===== src/design/exec_pkg.sv =====
package exec_pkg;

  // ****************************************
  // Datapath widths and timing
  // ****************************************
  localparam int DATA_W = 8;
  localparam int ADDR_W = 8;
  localparam int BIT_IDX_W = 3;
  // One instruction cycle is four system clocks
  localparam int CLKS_PER_CYCLE = 4;
  localparam logic [1:0] PHASE_LAST = 2'h3;
  localparam logic [7:0] ZERO_BYTE = 8'h00;
  localparam logic [3:0] NIB_MASK = 4'hF;

  // ****************************************
  // Operation codes presented by the decoder
  // ****************************************
  typedef enum logic [3:0] {
    OP_NOP = 4'h0,
    OP_ADC_ACC = 4'h1,
    OP_ADC_MEM = 4'h2,
    OP_AND_ACC = 4'h3,
    OP_CPL_ACC = 4'h4,
    OP_SKIP_BIT_ZERO = 4'h5,
    OP_SKIP_BIT_SET = 4'h6,
    OP_WR_PC_LOW = 4'h7,
    OP_WDT_CLEAR = 4'h8,
    OP_WDT_PRE_FIRST = 4'h9,
    OP_WDT_PRE_SECOND = 4'hA,
    OP_HALT = 4'hB
  } op_t;

  // Instruction request bundle
  typedef struct packed {
    op_t op;
    logic [ADDR_W-1:0] addr;
    logic [BIT_IDX_W-1:0] bit_idx;
  } instr_t;

  // Status flag bundle
  typedef struct packed {
    logic watchdog_timeout_flag;
    logic power_down_flag;
    logic overflow_flag;
    logic zero_flag;
    logic auxiliary_carry_flag;
    logic carry_flag;
  } flags_t;

  // Adder result bundle
  typedef struct packed {
    logic [DATA_W-1:0] sum;
    logic ov;
    logic z;
    logic ac;
    logic c;
  } add_res_t;

endpackage : exec_pkg


===== src/design/exec_adder.sv =====
`timescale 1ns/1ps

// ****************************************
// Add with carry and flag generation
// ****************************************
module exec_adder #(
  parameter int W = 8
) (
  input wire logic [W-1:0] a,
  input wire logic [W-1:0] b,
  input wire logic cin,
  output exec_pkg::add_res_t res
);

  logic [4:0] low_nib; // Low nibble sum, bit 4 is half carry
  logic [W-2:0] low7; // Carry into the top bit comes from here
  logic [W-1:0] low7_sum;
  logic [W:0] full; // Full sum with carry out

  // Overflow is carry into top bit xor carry out of top bit
  always_comb begin
    low_nib = {1'b0, a[3:0]} + {1'b0, b[3:0]} + {4'h0, cin};
    low7 = a[W-2:0];
    low7_sum = {1'b0, low7} + {1'b0, b[W-2:0]} + {{(W-1){1'b0}}, cin};
    full = {1'b0, a} + {1'b0, b} + {{W{1'b0}}, cin};
    res.sum = full[W-1:0];
    res.c = full[W];
    res.ac = low_nib[4];
    res.ov = low7_sum[W-1] ^ full[W];
    res.z = (full[W-1:0] == exec_pkg::ZERO_BYTE);
  end

endmodule : exec_adder


===== src/design/exec_core.sv =====
`timescale 1ns/1ps
// How it works
// - Program counter low write adds one cycle
// - Taken skip adds one instruction cycle
// - Untaken skip keeps nominal cycle count
// - Preclear clears flags only when watchdog cleared
// - Add with carry into working register
// - Add with carry into data memory
// - AND into register, zero flag only
// - Complement every bit, update zero flag
// - Complement result to register, memory untouched
// - Halt stops execution, gates system clock
// - Halt keeps memory and registers intact
// - Halt clears watchdog counter and prescaler
// - Halt sets power-down, clears timeout
// - Bit index selects positions zero to seven

// ****************************************
// Instruction execution core
// ****************************************
module exec_core #(
  parameter int DATA_W = exec_pkg::DATA_W,
  parameter int DEPTH = 256,
  parameter int WDT_W = 16,
  parameter int PRESC_W = 8
) (
  input wire logic MCLK,
  input wire logic RSTN,
  input wire logic INSTR_VALID,
  input wire exec_pkg::instr_t INSTR,
  input wire logic [DATA_W-1:0] PC_LOW_DATA,
  input wire logic WAKE,
  output logic INSTR_READY,
  output logic DONE,
  output logic SKIP_NEXT,
  output logic [DATA_W-1:0] ACC,
  output logic [DATA_W-1:0] PROGRAM_COUNTER_LOW_BYTE,
  output exec_pkg::flags_t FLAGS,
  output logic [WDT_W-1:0] WATCHDOG_COUNTER,
  output logic WATCHDOG_EXPIRED,
  output logic SYS_CLK_EN,
  output logic HALTED
);

  typedef enum {ST_IDLE, ST_EXEC, ST_EXTRA, ST_HALT} state_t;

  // ****************************************
  // State declarations
  // ****************************************
  state_t state_r, state_nxt;
  logic [1:0] phase_r, phase_nxt; // System clock within a cycle
  exec_pkg::instr_t cur_r, cur_nxt; // Instruction held while executing
  logic [DATA_W-1:0] mem_r [DEPTH]; // Data memory
  logic mem_we; // Data memory write strobe
  logic [DATA_W-1:0] mem_wd;
  logic [DATA_W-1:0] acc_r, acc_nxt;
  logic [DATA_W-1:0] pcl_r, pcl_nxt;
  exec_pkg::flags_t flags_r, flags_nxt;
  logic [WDT_W-1:0] wdt_r, wdt_nxt; // Watchdog counter
  logic [PRESC_W-1:0] presc_r, presc_nxt; // Watchdog prescaler
  logic pre1_r, pre1_nxt; // First preclear seen
  logic pre2_r, pre2_nxt; // Second preclear seen
  logic done_r, done_nxt;
  logic skip_r, skip_nxt;
  logic [DATA_W-1:0] mem_rd; // Addressed data byte
  exec_pkg::add_res_t add_res;
  // Bit select; a three bit index can only name bits zero to seven
  function automatic logic bit_of(input logic [DATA_W-1:0] v,
                                  input logic [2:0] idx);
    bit_of = v[idx];
  endfunction : bit_of
  assign mem_rd = mem_r[cur_r.addr];
  exec_adder #(.W(DATA_W)) u_add (
    .a(acc_r),
    .b(mem_rd),
    .cin(flags_r.carry_flag),
    .res(add_res)
  );

  // ****************************************
  // Next state of sequencer, datapath, watchdog
  // ****************************************
  always_comb begin
    state_nxt = state_r;
    phase_nxt = phase_r + 2'h1;
    cur_nxt = cur_r;
    acc_nxt = acc_r;
    pcl_nxt = pcl_r;
    flags_nxt = flags_r;
    mem_we = 1'b0;
    mem_wd = add_res.sum;
    pre1_nxt = pre1_r;
    pre2_nxt = pre2_r;
    done_nxt = 1'b0;
    skip_nxt = skip_r;
    // Watchdog counts through the prescaler and holds once it reaches the top
    presc_nxt = presc_r + {{(PRESC_W-1){1'b0}}, 1'b1};
    wdt_nxt = wdt_r;
    if (&presc_r && !(&wdt_r)) begin
      wdt_nxt = wdt_r + {{(WDT_W-1){1'b0}}, 1'b1};
    end
    unique case (state_r)
      ST_IDLE: begin
        phase_nxt = 2'h0;
        if (INSTR_VALID) begin
          cur_nxt = INSTR;
          skip_nxt = 1'b0;
          state_nxt = ST_EXEC;
        end
      end
      ST_EXEC: begin
        // Work is committed on the last clock of the cycle
        if (phase_r == exec_pkg::PHASE_LAST) begin
          state_nxt = ST_IDLE;
          done_nxt = 1'b1;
          unique case (cur_r.op)
            exec_pkg::OP_ADC_ACC: begin
              acc_nxt = add_res.sum;
              flags_nxt.overflow_flag = add_res.ov;
              flags_nxt.zero_flag = add_res.z;
              flags_nxt.auxiliary_carry_flag = add_res.ac;
              flags_nxt.carry_flag = add_res.c;
            end
            exec_pkg::OP_ADC_MEM: begin
              mem_we = 1'b1;
              flags_nxt.overflow_flag = add_res.ov;
              flags_nxt.zero_flag = add_res.z;
              flags_nxt.auxiliary_carry_flag = add_res.ac;
              flags_nxt.carry_flag = add_res.c;
            end
            exec_pkg::OP_AND_ACC: begin
              acc_nxt = acc_r & mem_rd;
              flags_nxt.zero_flag = ((acc_r & mem_rd) == exec_pkg::ZERO_BYTE);
            end
            exec_pkg::OP_CPL_ACC: begin
              acc_nxt = ~mem_rd;
              flags_nxt.zero_flag = (~mem_rd == exec_pkg::ZERO_BYTE);
            end
            exec_pkg::OP_SKIP_BIT_ZERO, exec_pkg::OP_SKIP_BIT_SET: begin
              skip_nxt = bit_of(mem_rd, cur_r.bit_idx)
                         ^ (cur_r.op == exec_pkg::OP_SKIP_BIT_ZERO);
              if (skip_nxt) begin
                state_nxt = ST_EXTRA;
                done_nxt = 1'b0;
              end
            end
            exec_pkg::OP_WR_PC_LOW: begin
              pcl_nxt = PC_LOW_DATA;
              state_nxt = ST_EXTRA;
              done_nxt = 1'b0;
            end
            exec_pkg::OP_WDT_CLEAR: begin
              wdt_nxt = '0;
              presc_nxt = '0;
              flags_nxt.watchdog_timeout_flag = 1'b0;
              flags_nxt.power_down_flag = 1'b0;
              pre1_nxt = 1'b0;
              pre2_nxt = 1'b0;
            end
            exec_pkg::OP_WDT_PRE_FIRST, exec_pkg::OP_WDT_PRE_SECOND: begin
              if (cur_r.op == exec_pkg::OP_WDT_PRE_FIRST) begin
                pre1_nxt = 1'b1;
              end else begin
                pre2_nxt = 1'b1;
              end
              if (pre1_nxt && pre2_nxt) begin
                wdt_nxt = '0;
                presc_nxt = '0;
                flags_nxt.watchdog_timeout_flag = 1'b0;
                flags_nxt.power_down_flag = 1'b0;
                pre1_nxt = 1'b0;
                pre2_nxt = 1'b0;
              end
            end
            exec_pkg::OP_HALT: begin
              wdt_nxt = '0;
              presc_nxt = '0;
              flags_nxt.power_down_flag = 1'b1;
              flags_nxt.watchdog_timeout_flag = 1'b0;
              state_nxt = ST_HALT;
            end
            default: begin
            end
          endcase
        end
      end
      ST_EXTRA: begin
        // Dummy cycle of four clocks, nothing changes
        if (phase_r == exec_pkg::PHASE_LAST) begin
          state_nxt = ST_IDLE;
          done_nxt = 1'b1;
        end
      end
      ST_HALT: begin
        phase_nxt = 2'h0;
        if (WAKE) begin
          state_nxt = ST_IDLE;
        end
      end
    endcase
    // Timeout set once, on the step onto the top; a saturated counter
    // raises no further events, so a later clear is not overridden
    if (&presc_r && !(&wdt_r) && &(wdt_r + {{(WDT_W-1){1'b0}}, 1'b1})
        && state_nxt != ST_HALT) begin
      flags_nxt.watchdog_timeout_flag = 1'b1;
    end
  end

  // ****************************************
  // Registers
  // ****************************************
  always_ff @(posedge MCLK or negedge RSTN) begin
    if (!RSTN) begin
      state_r <= ST_IDLE;
      phase_r <= 2'h0;
      cur_r <= '0;
      acc_r <= exec_pkg::ZERO_BYTE;
      pcl_r <= exec_pkg::ZERO_BYTE;
      flags_r <= '0;
      wdt_r <= '0;
      presc_r <= '0;
      pre1_r <= 1'b0;
      pre2_r <= 1'b0;
      done_r <= 1'b0;
      skip_r <= 1'b0;
    end else begin
      state_r <= state_nxt;
      phase_r <= phase_nxt;
      cur_r <= cur_nxt;
      acc_r <= acc_nxt;
      pcl_r <= pcl_nxt;
      flags_r <= flags_nxt;
      wdt_r <= wdt_nxt;
      presc_r <= presc_nxt;
      pre1_r <= pre1_nxt;
      pre2_r <= pre2_nxt;
      done_r <= done_nxt;
      skip_r <= skip_nxt;
    end
  end
  // Memory clears on reset, so no operand starts out unknown
  always_ff @(posedge MCLK or negedge RSTN) begin
    if (!RSTN) begin
      for (int i = 0; i < DEPTH; i++) begin
        mem_r[i] <= '0;
      end
    end else if (mem_we) begin
      mem_r[cur_r.addr] <= mem_wd;
    end
  end

  // ****************************************
  // Registered outputs
  // ****************************************
  logic ready_r, sysclk_r, halted_r, wexp_r;
  always_ff @(posedge MCLK or negedge RSTN) begin
    if (!RSTN) begin
      ready_r <= 1'b0;
      sysclk_r <= 1'b1;
      halted_r <= 1'b0;
      wexp_r <= 1'b0;
    end else begin
      ready_r <= (state_nxt == ST_IDLE);
      sysclk_r <= (state_nxt != ST_HALT);
      halted_r <= (state_nxt == ST_HALT);
      wexp_r <= &wdt_nxt;
    end
  end
  assign INSTR_READY = ready_r;
  assign DONE = done_r;
  assign SKIP_NEXT = skip_r;
  assign ACC = acc_r;
  assign PROGRAM_COUNTER_LOW_BYTE = pcl_r;
  assign FLAGS = flags_r;
  assign WATCHDOG_COUNTER = wdt_r;
  assign WATCHDOG_EXPIRED = wexp_r;
  assign SYS_CLK_EN = sysclk_r;
  assign HALTED = halted_r;
endmodule : exec_core


===== config.mk =====
export PLATFORM = sky130hd
export DESIGN_NAME = exec_core
export DESIGN_NICKNAME = d
export VERILOG_FILES = /design/src/design/exec_pkg.sv /design/src/design/exec_adder.sv /design/src/design/exec_core.sv
export SDC_FILE = /design/constraint.sdc
export NUM_CORES = 2
export LEC_CHECK = 0
export BUFFER_PORTS_ARGS = -buffer_cell sky130_fd_sc_hd__buf_2
export CORE_MARGIN = 5
export CORE_UTILIZATION = 45
export DETAILED_ROUTE_END_ITERATION = 16
export PLACE_DENSITY_LB_ADDON = 0.12
export SETUP_SLACK_MARGIN = 0.15
export SLEW_MARGIN = 25
export SYNTH_ARGS = -nofsm -noshare
export SYNTH_HDL_FRONTEND = slang
export SYNTH_HIERARCHICAL = 1
export SYNTH_SLANG_ARGS = --single-unit
export TNS_END_PERCENT = 5

===== constraint.sdc =====
create_clock -name MCLK -period 6.6 [get_ports MCLK]
set_clock_uncertainty 0.05 [all_clocks]
set_input_delay 0.33 -clock MCLK [delete_from_list [all_inputs] [get_ports MCLK]]
set_output_delay 0.33 -clock MCLK [all_outputs]
set_load 0.02 [all_outputs]

==> results list <==
* VDD IR-drop max: roughly 1200 µV
- DRT iter0 DRCs: between 4k and 5k
- The critical path goes through buf_12 -> buf_12 -> inv_2 -> buf_12 -> mux2i_1 -> a221oi_1 -> buf_4 -> a22o_1 -> a221oi_2 -> nand2_1 -> o31a_1 -> ha_1 -> buf_4 -> o21ai_0 -> a31oi_1 -> o311ai_4 -> nor4_2 -> maj3_1 -> nor2_1 -> a21oi_1 -> nor3_1 -> o31ai_1 -> o21a_1.
- In this design, the critical path's most frequently occurring cell is sky130_fd_sc_hd__buf_12.
- Final number of max-transition violations: 0
- Counting every net in the synthesized netlist gives between 6k and 7k.
- Tcrit/Tclk final: 0.949
- Of the total power, the share spent switching nets is 0.435.
- Of the total power, registers draw 0.297.
- Before CTS, the worst setup slack after placement is 0.182 ns.
- Number of flops mapped to enable cells by yosys: 0
- The run finished with clean final reports.
- RSZ-0062 raised after global routing: no
* Count of maximum capacitance violations: 0
- For the pin with the worst max-slew slack, the measured transition is between 1 and 1.5 ns.
* Fraction of power consumed by the clock network: 0.287
- Along the worst path, the maximum fanout reaches 35.
- The first detailed-routing pass took 5 iterations.
- Counting every instance in the synthesized netlist gives between 6k and 7k.
- After layout, the worst setup slack is 0.334 ns.
- Min Clock Period, post-route: between 6 and 7 ns
- Element type at the critical path start: register
- TritonCTS built the clock tree.
- Placed standard-cell area: about 100,000 µm²
* Clock Latency Late Sink: 0.88 ns
* Top Family by Delay on Critical Path: compound AO/OA/AOI/OAI gates
- The initialized floorplan defines about 170 standard-cell rows.
- Overall die width: 479 µm
- The die covers between 200,000 and 250,000 µm².
- The analysis attributes to net switching a power of between 0.02 and 0.025 W.
* Final core utilization: 0.511
- Async set or reset register ratio after synthesis: 1.00
- Clock edge transition at the registers on the reported setup and hold paths: around 0.060 ns
- Crit Path Category: reg2reg
* Vias: ~61k
- For this run, the leading register cell type out of synthesis is sky130_fd_sc_hd__dfrtp_1.
* Initial core utilization: 0.452
- Total global routing overflow: 0
- After routing the design area is between 100,000 and 150,000 µm².
- After detailed routing, the number of remaining DRC violations is 0.
- The core region is ~220,000 µm².
- Worst slew margin: 0.258
- CTS saw between 2k and 2.5k sinks.
* Fraction of the mapped netlist area in compound gates: 0.0370
- The library cell used most frequently in the layout, excluding fill and tap cells, is sky130_fd_sc_hd__dfrtp_1.
- STA puts the critical path data arrival time at approximately 7.0 ns.
* Count of state elements after synthesis: about 2.2k
- The portion of synthesized area spent on multiplexers is 0.355.
- Inserted Clock Buffers: around 230
- The first global-routing pass estimated 456 mm of wire.
- The die is 479 µm tall.
- Of the cells placed in the final design, the portion with a size suffix greater than 1 is 0.458.
- Crit end category: register
- CTS H-Tree Depth: 4
- For flop-to-flop paths, the worst setup slack is 0.33 ns.
- The tightest min-delay check is of the in2reg type.
- Internal power comes to 0.0261 W.
- Once detail routing completed, the nets flagged for antenna violations numbered 0.
- The slowest stage of the critical path belongs to the cell sky130_fd_sc_hd__dfrtp_4.
* Delay of the slowest cell on the worst path: 0.62 ns
- Entering global routing, the biggest net connects 172 pins.
- Synth unique cells: between 80 and 90
- Antenna violations before repair: 7
- Area share of xor/xnor cells in the synthesized design: 0.00230
- Wires add up to 309 mm.
- Counting the fill cells in the layout gives around 19k.
* Average via count per standard cell: between 6 and 7
- For this run, the total global-route usage over all layers was measured as 0.268.
- Number of top-level pins: roughly 70
* Static Leak: roughly 54 nW
- Basic-gate share of the synthesized area counting and, or, nand and nor cells: 0.0334
- Total negative slack for setup checks: 0 ns
- Part of the Yosys area used for sequential elements: 0.543
- The multi-input combinational cells in the finished layout cover a total of ~43,000 µm².
* Mean cell area of the mapped netlist: about 15 µm²
- Mapped Area: between 90,000 and 100,000 µm²
* Endpoint required time on the critical path: 7.32 ns
- Area added between synthesis and finish: 13.1%
- Yosys printed 6 warnings.
- Setup violations remaining at the end of the flow were counted as 0.
- After synthesis, the largest family of logic cells by area is multiplexers.
* I/O Buffers: 70
- Sequential cell area: ~54,000 µm²
* Post-synthesis share of cell area spent on full adders, half adders and majority gates: 0.00189
* Global placement routability congestion: slightly below 0.9
* CP bufs+invs: 6
* Max clock buf depth: 3
- Via count of the first global-routing pass: 63.3k
- The cell sitting at the root of the clock tree is a sky130_fd_sc_hd__clkbuf_16.
- The final hold violation count is 0.
* Most frequent cells in the layout: sky130_fd_sc_hd__dfrtp_1, sky130_fd_sc_hd__mux2_2, sky130_fd_sc_hd__mux4_2, sky130_fd_sc_hd__nor2_1, sky130_fd_sc_hd__mux2i_1
- Number of nets in the finished design: roughly 7.0k
- Wire length per cell: roughly 31 µm
- Detailed Place HPWL: ~200 mm
* Logic pwr share: 0.416
- Dividing total power by cell area gives a power density of between 400 and 500 nW/µm².
- Maximum operating frequency: roughly 160 MHz
-- per-stage QoR --
stage          instances  power [W]  hold WS [ns]
2_1_floorplan       6747     0.0237       -0.0156
3_3_place_gp        9525     0.0327         0.334
6_report            9986     0.0461         0.144
4_1_cts             9977     0.0462        0.0775
3_5_place_dp        9525     0.0329         0.329
5_1_grt             9982     0.0476         0.145
-- worst register-to-register path, stage by stage, from the launching register on --
cell and delay (ns):
sky130_fd_sc_hd__dfrtp_4 0.62, sky130_fd_sc_hd__buf_12 0.24, sky130_fd_sc_hd__buf_12 0.22, sky130_fd_sc_hd__inv_2 0.28
sky130_fd_sc_hd__buf_12 0.25, sky130_fd_sc_hd__mux2i_1 0.62, sky130_fd_sc_hd__a221oi_1 0.31, sky130_fd_sc_hd__buf_4 0.22
sky130_fd_sc_hd__a22o_1 0.31, sky130_fd_sc_hd__a221oi_2 0.48, sky130_fd_sc_hd__nand2_1 0.12, sky130_fd_sc_hd__o31a_1 0.23
sky130_fd_sc_hd__ha_1 0.35, sky130_fd_sc_hd__buf_4 0.17, sky130_fd_sc_hd__o21ai_0 0.30, sky130_fd_sc_hd__a31oi_1 0.19
sky130_fd_sc_hd__o311ai_4 0.11, sky130_fd_sc_hd__nor4_2 0.10, sky130_fd_sc_hd__maj3_1 0.36, sky130_fd_sc_hd__nor2_1 0.11
sky130_fd_sc_hd__a21oi_1 0.05, sky130_fd_sc_hd__nor3_1 0.17, sky130_fd_sc_hd__o31ai_1 0.11, sky130_fd_sc_hd__o21a_1 0.18
-- synthesized netlist by cell type, drive strengths merged (6+ instances only) --
library cell	n	area share
mux2i	325	0.033
a22o	13	0.0011
and3	7	0.00044
o31ai	9	0.00068
xnor2	11	0.00097
nor4	17	0.0011
nand3	63	0.0032
o22ai	19	0.0012
buf	158	0.013
nand4	24	0.0015
nor3	18	0.00096
inv	35	0.0013
a2111oi	7	0.00069
xor2	15	0.0013
a211oi	8	0.00061
mux4	376	0.086
o211ai	7	0.00053
a221oi	17	0.0015
nor2	345	0.013
nor2b	20	0.0013
a22oi	209	0.016
nand3b	8	0.00061
o21ai	55	0.0028
a31oi	24	0.0016
clkbuf	332	0.014
nand2b	12	0.00076
dfrtp	2150	0.54
mux2	2072	0.24
ha	11	0.0014
nand2	149	0.0057
a21oi	98	0.0049
or4	6	0.00045
and2	39	0.0025
-- state kept, by name, indices dropped and copies added, names as in the netlist, 2 cells and up --
| name | count |
|---|---|
| state_r | 32 |
| phase_r | 2 |
| PROGRAM_COUNTER_LOW_BYTE | 8 |
| WATCHDOG_COUNTER | 16 |
| FLAGS | 6 |
| cur_r | 15 |
| presc_r | 8 |
| mem_r | 2048 |
| ACC | 8 |
-- path summary, 6_finish.rpt --
kind | from | end | cells after the start
max | cur_r[3]$_DFFE_PN0P_ | FLAGS[2]$_DFFE_PN0P_ | 23
min | INSTR[12] | cur_r[12]$_DFFE_PN0P_ | 4
max reg2reg | cur_r[3]$_DFFE_PN0P_ | FLAGS[2]$_DFFE_PN0P_ | 23
min reg2reg | phase_r[0]$_DFF_PN0_ | phase_r[0]$_DFF_PN0_ | 1
max in group asynchronous | RSTN | mem_r[463]$_DFFE_PN0P_ | 5
min in group asynchronous | RSTN | mem_r[764]$_DFFE_PN0P_ | 3
-- metal layers --
layer	vias up	GRT usage	share of wire	wire length [µm]
li1	25400	-	-	-
met1	33300	0.386	0.45	140000
met2	1670	0.410	0.45	140000
met3	516	0.0475	0.055	17000
met4	2	0.0991	0.041	12600
met5	-	0	0.000061	19
-- layout make-up --
class	count	share of cell area
clock inverter	72	0.00804
timing repair buffer	429	0.0359
multi-input combinational	4069	0.381
tap	2871	0.0320
antenna	5	0.000112
sequential	2151	0.480
inverter	37	0.00137
clock buffer	352	0.0610
-- kinds of logic (layout without fill, tap and decap cells) --
family / Yosys count / after routing
adders and majority gates: 14 / 14
xor gates and xnor gates: 26 / 26
and+or+nand+nor: 731 / 731
AOI/OAI and AO/OA: 525 / 525
muxes: 2773 / 2773
buffers and inverters: 527 / 890
other: 0 / 5
DFF: 2151 / 2151
-- power by group through the flow --
stage / clock (W) / combinational (W) / sequential, W
global placement: 0 / 0.0188 / 0.0139
floorplan: 0 / 0.00994 / 0.0138
detailed placement: 0 / 0.0189 / 0.0139
CTS: 0.0135 / 0.0190 / 0.0137
global route: 0.0141 / 0.0198 / 0.0137
finish: 0.0133 / 0.0192 / 0.0137
-- timing repair --
action	CTS	global route
setup buffers	0	3
setup endpoints to repair	0	114
endpoints found under the hold margin	138	0
gates resized for setup	0	5
hold buffers	28	0
Power figures use the tool's default switching activity.
